File: src/inc/sfpe_defines.vh
`ifndef SFPE_DEFINES_VH
`define SFPE_DEFINES_VH
// ************************************************************
// byte link constants
// ************************************************************
`define SFPE_BYTE_W        8
`define SFPE_BIT_CNT_W     3
`define SFPE_LAST_BIT      3'h7
`define SFPE_ID_LEN        3'h7
// edges the pin synchroniser needs after release before entry is judged
`define SFPE_SETTLE_CNT    2'h2
// ************************************************************
// command bytes passed to the id gate
// ************************************************************
`define SFPE_CMD_ID_CHECK  8'hF5
`define SFPE_CMD_STATUS    8'h70
`define SFPE_CMD_VERSION   8'hFB
// ************************************************************
// states of the link sequencer
// ************************************************************
`define SFPE_ST_RESET      3'h0
`define SFPE_ST_NORMAL     3'h1
`define SFPE_ST_IDLE       3'h2
`define SFPE_ST_RX         3'h3
`define SFPE_ST_BUSY       3'h4
`define SFPE_ST_ASYNC      3'h5
// ************************************************************
// async bit time less one, in reference clocks, chosen for the bench
// ************************************************************
`define SFPE_ASYNC_DIV     16'h0010
`endif

File: src/rtl/sfpe_sync2.v
`timescale 1ns/10ps
`default_nettype none
module sfpe_sync2 #(
   parameter W = 1
) (
   input  wire         clk_i,
   input  wire         reset_n_i,
   input  wire [W-1:0] d_i,
   output wire [W-1:0] q_o
);
   reg [W-1:0] meta_reg;
   reg [W-1:0] sync_reg;
   always @(posedge clk_i or negedge reset_n_i) begin
      if (!reset_n_i) begin
         meta_reg <= {W{1'b1}};
         sync_reg <= {W{1'b1}};
      end else begin
         meta_reg <= d_i;
         sync_reg <= meta_reg;
      end
   end
   assign q_o = sync_reg;
endmodule // sfpe_sync2
`default_nettype wire

File: src/rtl/sfpe_entry.v
// Notes on behaviour
// programmer gives twenty oscillator clocks during reset before release.
// clock pin high at power-on; afterwards it is the transfer clock.
// busy/mode pin sampled at release: high sub-mode 1, low sub-mode 2.
// busy/mode pin input during reset, output after programming mode entry; the code drives it in sub-mode 1 only.
// programming entry needs clock pin high and entry pin at programming level.
// commands, addresses and data move as eight-bit units.
// programmer sources the sub-mode 1 transfer clock; device never drives it.
// sub-mode 1 busy low when ready, high once reception starts.
// sub-mode 2 uses only receive and transmit lines.
// only user flash may be rewritten; boot area program/erase refused.
// device holds a seven-byte identification code.
// with flash holding data, commands rejected until the id matches; the code still accepts id check, status and version.
// each byte travels least significant bit first.
// sub-mode 1 receive bits sampled on transfer clock rising edge.
// sub-mode 1 transmit bits shifted on transfer clock falling edge.
// programmer waits for busy low; device holds busy during work.
// chosen sub-mode stays latched until the next reset.
`timescale 1ns/10ps
`default_nettype none
`include "sfpe_defines.vh"
module sfpe_entry #(
   parameter [55:0] ID_CODE = 56'h0123_4567_89AB_CD, // arbitrary value
   parameter        BW      = 8
) (
   input  wire          REF_CLK_I,
   input  wire          RESET_N_I,
   input  wire          MODE_ENTRY_PIN_I,
   input  wire          SERIAL_CLOCK_ENTRY_PIN_I,
   input  wire          BUSY_MODE_SELECT_PIN_I,
   input  wire          SERIAL_RECEIVE_LINE_I,
   input  wire          FLASH_BLANK_I,
   input  wire          WORK_DONE_I,
   input  wire          TX_LOAD_I,
   input  wire [BW-1:0] TX_BYTE_I,
   input  wire          BOOT_AREA_ADDR_I,
   input  wire          PROG_ERASE_REQ_I,
   output reg           BUSY_MODE_SELECT_PIN_O,
   output reg           BUSY_MODE_SELECT_PIN_OE_N_O,
   output reg           SERIAL_TRANSMIT_LINE_O,
   output reg           PROG_MODE_O,
   output reg           SUB_MODE1_O,
   output reg  [BW-1:0] RX_BYTE_O,
   output reg           RX_VALID_O,
   output reg           CMD_ACCEPT_O,
   output reg           CMD_REJECT_O,
   output reg           ID_OK_O,
   output reg           PROG_ERASE_GRANT_O
);
   // ************************************************************
   // pin synchronisers
   // ************************************************************
   wire [3:0] pins_s;
   sfpe_sync2 #(.W(4)) u_sync (
      .clk_i     (REF_CLK_I),
      .reset_n_i (RESET_N_I),
      .d_i       ({MODE_ENTRY_PIN_I, SERIAL_CLOCK_ENTRY_PIN_I,
                   BUSY_MODE_SELECT_PIN_I, SERIAL_RECEIVE_LINE_I}),
      .q_o       (pins_s)
   );
   wire entry_s = pins_s[3];
   wire sclk_s  = pins_s[2];
   wire bmode_s = pins_s[1];
   wire rxd_s   = pins_s[0];

   reg         sclk_d_reg;
   wire        sclk_rise = sclk_s & ~sclk_d_reg;
   wire        sclk_fall = ~sclk_s & sclk_d_reg;

   // ************************************************************
   // state and datapath registers
   // ************************************************************
   reg [2:0]    state_reg;
   reg [2:0]    state_next;
   reg [1:0]    settle_reg;
   reg [2:0]    bit_reg;
   reg [BW-1:0] shift_reg;
   reg [BW-1:0] tx_reg;
   reg [2:0]    tx_bit_reg;
   reg          tx_act_reg;
   reg [15:0]   div_reg;
   reg          arx_act_reg;
   reg          astart_reg;
   reg          rxd_d_reg;
   reg          cmd_wait_reg;
   reg          id_run_reg;
   reg [2:0]    id_idx_reg;
   reg          id_bad_reg;
   reg          byte_done;
   reg [BW-1:0] byte_val;

   // sub-mode 1: bit sampled on rising transfer clock, lsb first
   always @* begin
      state_next = state_reg;
      case (state_reg)
         `SFPE_ST_RESET: begin
            // synchroniser still shows its reset level until settled
            if (settle_reg != `SFPE_SETTLE_CNT) begin
               state_next = `SFPE_ST_RESET;
            end else if (entry_s && sclk_s) begin
               state_next = bmode_s ? `SFPE_ST_IDLE
                                    : `SFPE_ST_ASYNC;
            end else begin
               state_next = `SFPE_ST_NORMAL;
            end
         end
         `SFPE_ST_NORMAL: state_next = `SFPE_ST_NORMAL;
         `SFPE_ST_IDLE: begin
            if (sclk_rise)
               state_next = `SFPE_ST_RX;
         end
         `SFPE_ST_RX: begin
            if (sclk_rise && bit_reg == `SFPE_LAST_BIT)
               state_next = `SFPE_ST_BUSY;
         end
         `SFPE_ST_BUSY: begin
            if (WORK_DONE_I && !tx_act_reg)
               state_next = `SFPE_ST_IDLE;
         end
         `SFPE_ST_ASYNC: state_next = `SFPE_ST_ASYNC;
         default: state_next = `SFPE_ST_RESET;
      endcase
   end

   // ************************************************************
   // byte assembly for both sub-modes
   // ************************************************************
   always @* begin
      byte_done = 1'b0;
      byte_val  = {rxd_s, shift_reg[BW-1:1]};
      if (state_reg == `SFPE_ST_IDLE || state_reg == `SFPE_ST_RX) begin
         byte_done = sclk_rise && (state_reg == `SFPE_ST_RX)
                     && bit_reg == `SFPE_LAST_BIT;
      end else if (state_reg == `SFPE_ST_ASYNC) begin
         byte_done = arx_act_reg && div_reg == 16'h0000
                     && bit_reg == `SFPE_LAST_BIT;
      end
   end

   always @(posedge REF_CLK_I or negedge RESET_N_I) begin
      if (!RESET_N_I) begin
         state_reg   <= `SFPE_ST_RESET;
         sclk_d_reg  <= 1'b1;
         bit_reg     <= 3'h0;
         shift_reg   <= 8'h00;
         div_reg     <= 16'h0000;
         arx_act_reg <= 1'b0;
         astart_reg  <= 1'b0;
         rxd_d_reg   <= 1'b1;
         settle_reg  <= 2'h0;
      end else begin
         state_reg  <= state_next;
         if (state_reg == `SFPE_ST_RESET
             && settle_reg != `SFPE_SETTLE_CNT)
            settle_reg <= settle_reg + 2'h1;
         sclk_d_reg <= sclk_s;
         rxd_d_reg  <= rxd_s;
         if (state_reg == `SFPE_ST_IDLE && sclk_rise) begin
            shift_reg <= byte_val;
            bit_reg   <= 3'h1;
         end else if (state_reg == `SFPE_ST_RX && sclk_rise) begin
            shift_reg <= byte_val;
            bit_reg   <= bit_reg + 3'h1;
         end else if (state_reg == `SFPE_ST_ASYNC) begin
            // sub-mode 2: start bit, then 8 data bits at mid-bit
            if (!arx_act_reg && !astart_reg && rxd_d_reg && !rxd_s) begin
               astart_reg <= 1'b1;
               div_reg    <= `SFPE_ASYNC_DIV + (`SFPE_ASYNC_DIV >> 1);
               bit_reg    <= 3'h0;
            end else if (astart_reg) begin
               astart_reg  <= 1'b0;
               arx_act_reg <= 1'b1;
            end else if (arx_act_reg) begin
               if (div_reg == 16'h0000) begin
                  shift_reg <= byte_val;
                  div_reg   <= `SFPE_ASYNC_DIV;
                  bit_reg   <= bit_reg + 3'h1;
                  if (bit_reg == `SFPE_LAST_BIT)
                     arx_act_reg <= 1'b0;
               end else begin
                  div_reg <= div_reg - 16'h0001;
               end
            end
         end
      end
   end

   // ************************************************************
   // transmit: sub-mode 1 on falling clock, sub-mode 2 per bit time
   // ************************************************************
   reg [15:0] tdiv_reg;
   reg        tx_stop_reg;
   always @(posedge REF_CLK_I or negedge RESET_N_I) begin
      if (!RESET_N_I) begin
         tx_reg                 <= 8'h00;
         tx_bit_reg             <= 3'h0;
         tx_act_reg             <= 1'b0;
         tdiv_reg               <= 16'h0000;
         tx_stop_reg            <= 1'b0;
         SERIAL_TRANSMIT_LINE_O <= 1'b1;
      end else begin
         if (TX_LOAD_I && !tx_act_reg && PROG_MODE_O) begin
            tx_reg     <= TX_BYTE_I;
            tx_bit_reg <= 3'h0;
            tx_act_reg <= 1'b1;
            tdiv_reg   <= `SFPE_ASYNC_DIV;
            // async needs a start bit; sync puts bit 0 out at once
            SERIAL_TRANSMIT_LINE_O <= SUB_MODE1_O ? TX_BYTE_I[0] : 1'b0;
         end else if (tx_act_reg && SUB_MODE1_O) begin
            // each fall presents bit tx_bit_reg, the first fall bit 0 again; the last one stands after
            if (sclk_fall) begin
               SERIAL_TRANSMIT_LINE_O <= tx_reg[tx_bit_reg];
               tx_bit_reg             <= tx_bit_reg + 3'h1;
               if (tx_bit_reg == `SFPE_LAST_BIT)
                  tx_act_reg <= 1'b0;
            end
         end else if (tx_act_reg) begin
            if (tdiv_reg == 16'h0000) begin
               tdiv_reg               <= `SFPE_ASYNC_DIV;
               SERIAL_TRANSMIT_LINE_O <= tx_reg[0];
               tx_reg <= {1'b1, tx_reg[BW-1:1]};
               tx_bit_reg <= tx_bit_reg + 3'h1;
               // count wraps after data; fill 1 stands a full stop bit
               if (tx_bit_reg == `SFPE_LAST_BIT)
                  tx_stop_reg <= 1'b1;
               if (tx_stop_reg && tx_bit_reg == 3'h1) begin
                  tx_act_reg  <= 1'b0;
                  tx_stop_reg <= 1'b0;
               end
            end else begin
               tdiv_reg <= tdiv_reg - 16'h0001;
            end
         end
      end
   end

   // ************************************************************
   // mode outputs and busy pin
   // ************************************************************
   always @(posedge REF_CLK_I or negedge RESET_N_I) begin
      if (!RESET_N_I) begin
         PROG_MODE_O                 <= 1'b0;
         SUB_MODE1_O                 <= 1'b0;
         BUSY_MODE_SELECT_PIN_O      <= 1'b1;
         BUSY_MODE_SELECT_PIN_OE_N_O <= 1'b1;
      end else begin
         if (state_reg == `SFPE_ST_RESET && entry_s && sclk_s
             && settle_reg == `SFPE_SETTLE_CNT) begin
            PROG_MODE_O <= 1'b1;
            SUB_MODE1_O <= bmode_s;
            BUSY_MODE_SELECT_PIN_OE_N_O <= ~bmode_s;
         end
         BUSY_MODE_SELECT_PIN_O <=
            !(state_next == `SFPE_ST_IDLE);
      end
   end

   // ************************************************************
   // id gate and boot area guard
   // ************************************************************
   always @(posedge REF_CLK_I or negedge RESET_N_I) begin
      if (!RESET_N_I) begin
         RX_BYTE_O          <= 8'h00;
         RX_VALID_O         <= 1'b0;
         CMD_ACCEPT_O       <= 1'b0;
         CMD_REJECT_O       <= 1'b0;
         ID_OK_O            <= 1'b0;
         PROG_ERASE_GRANT_O <= 1'b0;
         cmd_wait_reg       <= 1'b1;
         id_run_reg         <= 1'b0;
         id_idx_reg         <= 3'h0;
         id_bad_reg         <= 1'b0;
      end else begin
         RX_VALID_O   <= byte_done;
         CMD_ACCEPT_O <= 1'b0;
         CMD_REJECT_O <= 1'b0;
         PROG_ERASE_GRANT_O <= PROG_ERASE_REQ_I && PROG_MODE_O
                               && !BOOT_AREA_ADDR_I
                               && (ID_OK_O || FLASH_BLANK_I);
         if (byte_done) begin
            RX_BYTE_O <= byte_val;
            if (id_run_reg) begin
               // id bytes arrive low byte first
               if (byte_val != ID_CODE[id_idx_reg*8 +: 8])
                  id_bad_reg <= 1'b1;
               if (id_idx_reg == `SFPE_ID_LEN - 3'h1) begin
                  id_run_reg   <= 1'b0;
                  cmd_wait_reg <= 1'b1;
                  ID_OK_O <= !id_bad_reg &&
                     byte_val == ID_CODE[id_idx_reg*8 +: 8];
               end
               id_idx_reg <= id_idx_reg + 3'h1;
            end else if (cmd_wait_reg) begin
               if (byte_val == `SFPE_CMD_ID_CHECK) begin
                  id_run_reg   <= 1'b1;
                  id_idx_reg   <= 3'h0;
                  id_bad_reg   <= 1'b0;
                  cmd_wait_reg <= 1'b0;
                  CMD_ACCEPT_O <= 1'b1;
               end else if (ID_OK_O || FLASH_BLANK_I
                            || byte_val == `SFPE_CMD_STATUS
                            || byte_val == `SFPE_CMD_VERSION) begin
                  CMD_ACCEPT_O <= 1'b1;
                  cmd_wait_reg <= 1'b0;
               end else begin
                  CMD_REJECT_O <= 1'b1;
               end
            end
         end
         // the command user ends a command by finishing its work
         if (WORK_DONE_I && !id_run_reg)
            cmd_wait_reg <= 1'b1;
      end
   end
endmodule // sfpe_entry
`default_nettype wire

File: config.mk
export PLATFORM = sky130hd
export DESIGN_NAME = sfpe_entry
export DESIGN_NICKNAME = d
export VERILOG_FILES = /design/src/rtl/sfpe_sync2.v /design/src/rtl/sfpe_entry.v
export VERILOG_INCLUDE_DIRS = /design/src /design/src/inc
export SDC_FILE = /design/constraint.sdc
export NUM_CORES = 1
export LEC_CHECK = 0
export ABC_AREA = 1
export BUFFER_PORTS_ARGS = -buffer_cell sky130_fd_sc_hd__buf_4
export CAP_MARGIN = 15
export CORE_UTILIZATION = 57
export DETAILED_ROUTE_END_ITERATION = 16
export PLACE_DENSITY = 0.76
export SYNTH_ARGS = -nofsm -noshare
export SYNTH_HDL_FRONTEND = slang
export SYNTH_HIERARCHICAL = 1
export SYNTH_SLANG_ARGS = --single-unit
File: constraint.sdc
create_clock -name REF_CLK_I -period 1.7 [get_ports REF_CLK_I]
set_input_delay 0.085 -clock REF_CLK_I [delete_from_list [all_inputs] [get_ports REF_CLK_I]]
set_output_delay 0.085 -clock REF_CLK_I [all_outputs]
set_load 0.1 [all_outputs]
==> flow_summary.ini, run 1 <==
[yosys]
ys_seq_elements = 96
netlist_instances = 633
yosys_warnings = 6
yosysSeqAreaShare_pct = 47.60
async_reset_ff_share_pct = 100.0
synth_mux_area_share_pct = 0
synth-edff-count = 0
synth_fa_ha_area_share_pct = 3.938
yosys_most_used_dff = dfrtp_1
syn-cell-area_sq_mm = 0.005084
synthXorXnorAreaFrac_pct = 3.273
synth.distinct_cells = 40
postSynthAreaPerCell_sq_um = 8.031
synth_compound_gate_area_share_pct = 8.245
synth_top_family_by_area = simple AND/OR/NAND/NOR gates
syn_nets = 668
yosys.area_share.simple_pct = 29.73

[detailed_routing]
wl_microns = 10950
viasPerCell = 5.256
first_pass_iters = 5
vias = 4347
postRouteAntennaNets = 0
drcViolationCount = 0
drt-initial-drc-count = 187
wire_per_inst_microns = 13.24

[sta]
fin_crit_sh_pct = 101.2
drv_slew = 0
period_needed_ns = 1.721
setup_viol = 3
whs_ns = 0.01923
rsz0062_at_grt = true
setup_ws_ns = -0.02072
fmax_mhz = 581.2
slew_headroom_pct = 65.18
finClkSkew_ns = 0.01742
hold_violations = 0
tightest_slew_ns = 0.5222

[setup_path]
r2r_cells = 11
start_kind = flip-flop
worst_ep_arrival_time_ns = 2.00
r2r_slack_ns = -0.02
cp-startpoint = div_reg[1]$_DFFE_PN0P_
required_ns = 1.98
worstPathCellList = inv_2, ha_4, inv_2, nor2_2, nand2_1, nor2_2, nand4_2, nand2_4, buf_6, nor2_1, a21oi_1
worstPathMaxFanout = 9
end_kind = flip-flop
cp_slowest_stage_delay_ns = 0.41
r2r-start = div_reg[1]$_DFFE_PN0P_
timing.rr.end = RX_BYTE_O[0]$_DFFE_PN0P_
endpoint = RX_BYTE_O[0]$_DFFE_PN0P_
crit_type = reg -> reg
crit_slowest_cell = dfrtp_1

[floorplanning]
fp.dieW_microns = 96.44
initial_core_util_pct = 58.58
num_rows = 34
core_area_sq_mm = 0.008678
ios = 37
die_h_microns = 96.44
die_area_sq_mm = 0.009301

[clocking]
numClockSinks = 96
clk_latency_ns = 0.37
htree_levels = 3
cts_tree = built
numCtsBuffers = 9
root_buffer = clkbuf_8
clock_path_buffers = 2
clk_pin_slew_ns = 0.10

[grt]
grt_usage_pct = 24.81
grt_pass1_wl_microns = 17940
antenna_found_initial = 0
overflow = 0
first_global_vias = 4174
grt_start_max_net_pins = 97

[power]
peakVddDrop_mv = 1.818
finalPower_mw = 9.317
powerDensity_mw_per_mm2 = 1520
leakage_nw = 3.061

[layout]
nFillCells = 693
area_growth_pct = 20.60
layout_common_cells = nand2_1 (169), dfrtp_1 (80), inv_1 (66)
seqCellArea_sq_mm = 0.002422
antennaDiodeCount = 0
layout-drive-gt1-share_pct = 22.81
utilization_pct = 70.65
layout_commonest_cell = nand2_1
nets = 749
multi_input_area_sq_mm = 0.002416

[worst_hold_path]
whs_path_depth = 5
hold_class = in -> reg

[place]
port_buffers = 36
gp_congestion = 0.9145
hpwlAfterDp_microns = 7429

[job]
drv_cap = 0

[run_status]
status = finished with violations
violations = setup timing
## power breakdown
| group | internal (mW) | switching (mW) |
|---|---|---|
| registers | 2.95 | 0.593 |
| logic | 1.52 | 2.68 |
| clock network | 0.764 | 0.805 |
## cell families (layout without fill, tap and decap cells)
family                   after synthesis  in the layout
AND/OR/NAND/NOR                      340            341
adder cells (fa/ha/maj)               16             16
AO/OA/AOI/OAI                         77             77
XOR/XNOR                              19             19
flip-flops                            96             96
buffers and inverters                 85            170
## per-layer routing
metal  global-route usage (%)  share of wire [%]  vias to the layer above
met1                    33.88                 46                     2052
met5                        0                  0                        -
li1                         -                  -                     2177
met4                    7.966                1.5                        0
met3                    5.008                3.9                       22
met2                    39.79                 48                       96
## critical path: cells and delay by family, from the launching register on
family                   cells  cell delay [ns]
AND/OR/NAND/NOR              6             0.71
buffers and inverters        3             0.26
adder cells (fa/ha/maj)      1             0.13
AO/OA/AOI/OAI                1             0.12
flip-flops                   1             0.41
## cell usage after synthesis (3+ instances only)
| cell | count | area (sq um) |
|---|---|---|
| nand2_2 | 4 | 25.02 |
| dfstp_2 | 14 | 367.9 |
| dfrtp_1 | 82 | 2052 |
| buf_6 | 5 | 56.30 |
| o21ai_0 | 44 | 220.2 |
| a21oi_2 | 3 | 26.28 |
| or2_0 | 3 | 18.77 |
| nor2_1 | 78 | 292.8 |
| ha_1 | 16 | 200.2 |
| o22ai_1 | 3 | 18.77 |
| inv_2 | 4 | 15.01 |
| nor2_2 | 7 | 43.79 |
| nand4_1 | 10 | 62.56 |
| or2_2 | 3 | 18.77 |
| nor3_1 | 10 | 50.05 |
| nand2_1 | 171 | 641.9 |
| inv_1 | 71 | 266.5 |
| nand3_1 | 38 | 190.2 |
| nand3_2 | 3 | 30.03 |
| xor2_1 | 17 | 148.9 |
| a21oi_1 | 21 | 105.1 |
## stage by stage
stage / instances / cell area, sq um / worst slack [ns] / setup TNS (ns)
6_report: 827 / 6131 / -0.02072 / -0.04498
5_1_grt: 827 / 6131 / -0.1301 / -1.658
4_1_cts: 818 / 5944 / 0.001485 / 0
3_5_place_dp: 790 / 5617 / -0.02699 / -0.05993
3_3_place_gp: 790 / 5617 / 0.09208 / 0
2_1_floorplan: 633 / 5086 / 0.05397 / 0
## worst min path at each step
stage          slack [ns]                       to         start
2_1_floorplan       -0.21   CMD_ACCEPT_O$_DFF_PN0_     RESET_N_I
6_report             0.02    tx_reg[3]$_DFFE_PN0P_  TX_BYTE_I[3]
3_5_place_dp         0.17  div_reg[12]$_DFFE_PN0P_     RESET_N_I
4_1_cts             0.003    tx_reg[3]$_DFFE_PN0P_  TX_BYTE_I[3]
5_1_grt              0.02    tx_reg[3]$_DFFE_PN0P_  TX_BYTE_I[3]
3_3_place_gp         0.18  div_reg[12]$_DFFE_PN0P_     RESET_N_I
## timing repair
action | CTS | global route
buffers inserted | 3 | 8
cloned | 1 | 1
hold buffers | 8 | 0
pin swaps | 1 | 10
resized for setup | 3 | 37
setup endpoints to repair | 11 | 50
hold endpoints to repair | 88 | 0
## cell type report
type                    count  share of cell area [%]
flip-flops and latches     96                   39.51
multi-input cells         453                   39.41
repair buffers             79                   10.82
inverters                  75                   4.653
clock buffers              12                   2.531
well taps                 108                   2.204
clock inverters             4                  0.8776
(Power assumes the default switching activity.)
==> inputs of run 2 (changes only) <==
clock period = 2.15 ns   (was 1.7 ns; I/O delays follow)
==> run 2 against run 1 <==
The run now ends clean; global-route usage down 0.31 points; final cell count down 3.6%; clock power down 15%; sequential share of layout area up 2.4 points; flip-flop and latch count unchanged; utilization down 4.2 points; wire length down 5.7%.
==> flow_summary.ini, run 2 (synthesis gave the netlist of run 1 again) <==
[run_status]
status = finished, final reports clean

[setup_path]
cp_slowest_stage_delay_ns = 0.37
worstPathCellList = inv_1, ha_1, inv_1, nor2_1, nand2_1, nor2_1, nand4_2, nand2_4, nand2_1, nand2_1, and2_1
end_kind = flip-flop
cp.depth = 11
required_ns = 2.46
r2r_cells = 11
crit_type = reg -> reg
worstPathMaxFanout = 25
worst_ep_arrival_time_ns = 2.18
crit_family = simple AND/OR/NAND/NOR gates
critPathBufInv = 2
start_kind = flip-flop
crit_slowest_cell = dfrtp_1
path_common_cell = nand2_1

[layout]
design_area_sq_mm = 0.005769
area_growth_pct = 13.49
nets = 719
utilization_pct = 66.48
fin_cells = 797
layout-drive-gt1-share_pct = 15.24
layout_common_cells = nand2_1 (171), dfrtp_1 (82), nor2_1 (78)
antennaDiodeCount = 0
layout_commonest_cell = nand2_1

[grt]
first_global_vias = 4007
grt_start_max_net_pins = 43
grt_pass1_wl_microns = 17640
use_met1_pct = 32.53
overflow = 0
grt_usage_pct = 24.51
antenna_found_initial = 0
met2_usage_pct = 41.49
use_met3_pct = 2.660
grt-busiest-layer = met2

[clocking]
cts_tree = built
root_buffer = clkbuf_8
htree_levels = 3
clock_path_buffers = 2
clk_latency_ns = 0.37
numClockSinks = 96
numCtsBuffers = 9
cts_resized = 0
clk_pin_slew_ns = 0.10

[place]
post-place-ws_ns = 0.3002
dpl-instance-area_sq_mm = 0.005461
gp_congestion = 0.8598
place_inst = 773
port_buffers = 36
hpwlAfterDp_microns = 7409

[sta]
whs_ns = 0.01647
setup_viol = 0
setup_ws_ns = 0.2745
tightest_slew_ns = 0.5508
finClkSkew_ns = 0.01630
period_needed_ns = 1.875
fmax_mhz = 533.2
drv_slew = 0
hold_violations = 0
rsz0062_at_grt = false
fin_crit_sh_pct = 87.23
tns_ns = 0
slew_headroom_pct = 63.28

[power]
peakVddDrop_mv = 0.9693
leakage_nw = 2.919
powerDensity_mw_per_mm2 = 1220
finalPower_mw = 7.041

[job]
drv_cap = 0

[detailed_routing]
vias = 4234
first_pass_iters = 4
drcViolationCount = 0
postRouteAntennaNets = 0
drt-initial-drc-count = 207
wl_microns = 10330
viasPerCell = 5.312
wire_per_inst_microns = 12.96

[worst_hold_path]
whs_path_depth = 5
hold_class = in -> reg

[floorplanning]
ios = 37
num_rows = 34
initial_core_util_pct = 58.58
core_area_sq_mm = 0.008678
fp.dieW_microns = 96.44
die_h_microns = 96.44
die_area_sq_mm = 0.009301
## run 2: final timing paths
check / start / to / slack [ns]
max in group asynchronous: RESET_N_I / u_sync/q_o[3]$_DFF_PN1_ / 1.21
worst max-delay path: div_reg[0]$_DFFE_PN0P_ / id_run_reg$_DFFE_PN0P_ / 0.27
worst max register to register: div_reg[0]$_DFFE_PN0P_ / id_run_reg$_DFFE_PN0P_ / 0.27
worst min-delay path: TX_BYTE_I[3] / tx_reg[3]$_DFFE_PN0P_ / 0.02
worst min register to register: u_sync/meta_reg[3]$_DFF_PN1_ / u_sync/q_o[3]$_DFF_PN1_ / 0.36
min in group asynchronous: RESET_N_I / div_reg[12]$_DFFE_PN0P_ / 0.26
## run 2: tightest hold or removal path, stage by stage
cell and delay (ns):
buf_4 0.08, nand2_1 0.04, nand2_1 0.05, nand2_1 0.04, nand2_1 0.05
## run 2: timing repair
item                                   in CTS  in global routing
setup buffers                               0                  0
endpoints found under the hold margin      44                  0
hold buffers                                8                  0
## run 2: power by group
part | internal [mW] | total, mW | switching (mW)
combinational | 0.955 | 2.90 | 1.95
clock | 0.691 | 1.33 | 0.639
sequential | 2.33 | 2.81 | 0.477
total | 3.98 | 7.04 | 3.06
## run 2: per-layer routing
layer | up-vias | routed length [microns]
li1 | 2110 | -
met1 | 2019 | 4831
met2 | 88 | 4962
met3 | 17 | 347
met4 | 0 | 188
met5 | - | 0
## run 2: layout make-up
class                   count  area, sq um
fillers                   752         2909
flip-flops and latches     96         2420
multi-input cells         452         2297
repair buffers             50        407.9
inverters                  75        281.5
clock buffers              10        137.6
well taps                 108        135.1
clock inverters             6        90.09
==> inputs of run 3 (changes only) <==
SETUP_SLACK_MARGIN = 0.4   (was unset)
==> run 3 against run 2 <==
Combinational power increased by 17%; first-iteration DRC count increased by 5.3%; highest routed layer unchanged; hold slack improved by 0.013 ns; largest power group unchanged; power increased by 4.6%; clock-buffer cell count increased by 1.
==> flow_summary.ini, run 3 (synthesis gave the netlist of run 1 again) <==
[setup_path]
start_kind = flip-flop
required_ns = 2.40
end_kind = flip-flop
r2r_cells = 6
worst_ep_arrival_time_ns = 1.95
timing.rr.end = div_reg[4]$_DFFE_PN0P_
cp-startpoint = u_sync/q_o[0]$_DFF_PN1_
endpoint = div_reg[4]$_DFFE_PN0P_
r2r-start = u_sync/q_o[0]$_DFF_PN1_
crit_type = reg -> reg
worstPathMaxFanout = 8
r2r_slack_ns = 0.45

[sta]
rsz0062_at_grt = true
drv_slew = 0
setup_viol = 0
fin_crit_sh_pct = 79.13
tns_ns = 0
period_needed_ns = 1.701
slew_headroom_pct = 71.09
hold_violations = 0
tightest_slew_ns = 0.4336
finClkSkew_ns = 0.01001
fmax_mhz = 587.8

[worst_hold_path]
whs_path_depth = 5
hold_class = in -> reg

[detailed_routing]
drt-initial-drc-count = 218
first_pass_iters = 5
vias = 4377
viasPerCell = 5.351
wl_microns = 11460
postRouteAntennaNets = 0
wire_per_inst_microns = 14.01
drcViolationCount = 0

[layout]
antennaDiodeCount = 0
design_area_sq_mm = 0.006100
layout_common_cells = nand2_1 (167), dfrtp_1 (80), nor2_1 (66)
layout_commonest_cell = nand2_1
nets = 740
layout-drive-gt1-share_pct = 21.83
area_growth_pct = 19.99
utilization_pct = 70.29

[power]
power_switching_mw = 3.327
seqPwrFrac_pct = 38.4
leakage_nw = 3.023
p_clk_share_pct = 15.8
peakVddDrop_mv = 0.9213
netSwitchingFraction_pct = 45.16
p_int_mw = 4.040
powerDensity_mw_per_mm2 = 1208
p_comb_share_pct = 45.8

[clocking]
htree_levels = 3
clk_latency_ns = 0.36
numCtsBuffers = 9
clock_path_buffers = 2
cts_tree = built
root_buffer = clkbuf_8
clk_pin_slew_ns = 0.09
numClockSinks = 96

[place]
port_buffers = 36
gp_congestion = 0.8717
hpwlAfterDp_microns = 7425
dpl-instance-area_sq_mm = 0.005456

[floorplanning]
fp.dieW_microns = 96.44
num_rows = 34
die_h_microns = 96.44
ios = 37
die_area_sq_mm = 0.009301
initial_core_util_pct = 58.58
core_area_sq_mm = 0.008678

[run_status]
status = finished, final reports clean

[grt]
overflow = 0
grt_start_max_net_pins = 46
antenna_found_initial = 0
first_global_vias = 3949
grt_pass1_wl_microns = 17810
grt_usage_pct = 24.94

[job]
drv_cap = 0
==> run 3: area by class of cell <==
class | count | area, sq um
clock inverter | 5 | 57.56
clock buffer | 11 | 131.4
tap | 108 | 135.1
timing repair buffer | 68 | 568.0
sequential | 96 | 2422
inverter | 75 | 287.8
multi-input combinational | 455 | 2497
fill | 701 | 2579
==> run 3: power by group through the flow <==
stage | logic, mW | registers, mW | clock network [mW]
5_1_grt | 3.75 | 2.90 | 1.25
3_5_place_dp | 2.87 | 2.84 | 0
3_3_place_gp | 2.79 | 2.81 | 0
4_1_cts | 3.03 | 2.81 | 1.19
6_report | 3.38 | 2.83 | 1.16
2_1_floorplan | 1.98 | 3.05 | 0
==> run 3: layer usage <==
layer	vias up	share of wire (%)	global-route usage, %
met5	-	0	0
met3	25	4.0	3.834
met4	0	2.5	9.804
met1	2091	44	34.31
li1	2154	-	-
met2	107	49	39.73
==> run 3: what timing repair did <==
action                                  in CTS  in global routing
cloned                                       1                  2
endpoints found under the setup margin      31                 64
pin swaps                                    5                 10
buffers inserted                             6                 13
gates resized for setup                     13                 35
endpoints found under the hold margin       33                  0
hold buffers                                 8                  0
==> run 3: how the worst min path moves through the flow <==
| stage | from | end | slack, ns |
|---|---|---|---|
| floorplan | RESET_N_I | CMD_ACCEPT_O$_DFF_PN0_ | -0.19 |
| global placement | RESET_N_I | RX_VALID_O$_DFF_PN0_ | 0.08 |
| detailed placement | RESET_N_I | shift_reg[1]$_DFFE_PN0P_ | 0.08 |
| CTS | TX_BYTE_I[3] | tx_reg[3]$_DFFE_PN0P_ | 0.02 |
| global route | TX_BYTE_I[3] | tx_reg[3]$_DFFE_PN0P_ | 0.04 |
| finish | TX_BYTE_I[3] | tx_reg[3]$_DFFE_PN0P_ | 0.03 |
==> run 3: metrics by stage <==
| stage | hold slack [ns] | total power [mW] | cells | worst slack, ns |
|---|---|---|---|---|
| after CTS | 0.01905 | 7.033 | 803 | 0.4035 |
| after global routing | 0.04043 | 7.901 | 818 | 0.3236 |
| final | 0.02955 | 7.367 | 818 | 0.4486 |
| after floorplan | -0.1881 | 5.034 | 633 | 0.5040 |
| after global placement | 0.07513 | 5.596 | 772 | 0.4032 |
| after detailed placement | 0.07876 | 5.702 | 772 | 0.2803 |
==> run 3: critical path: stages (launching register included) <==
cell,delay [ns]
dfstp_2,0.65
nor2_2,0.09
nand2_1,0.20
inv_1,0.14
nor2_2,0.25
a21oi_4,0.08
nand3b_1,0.17
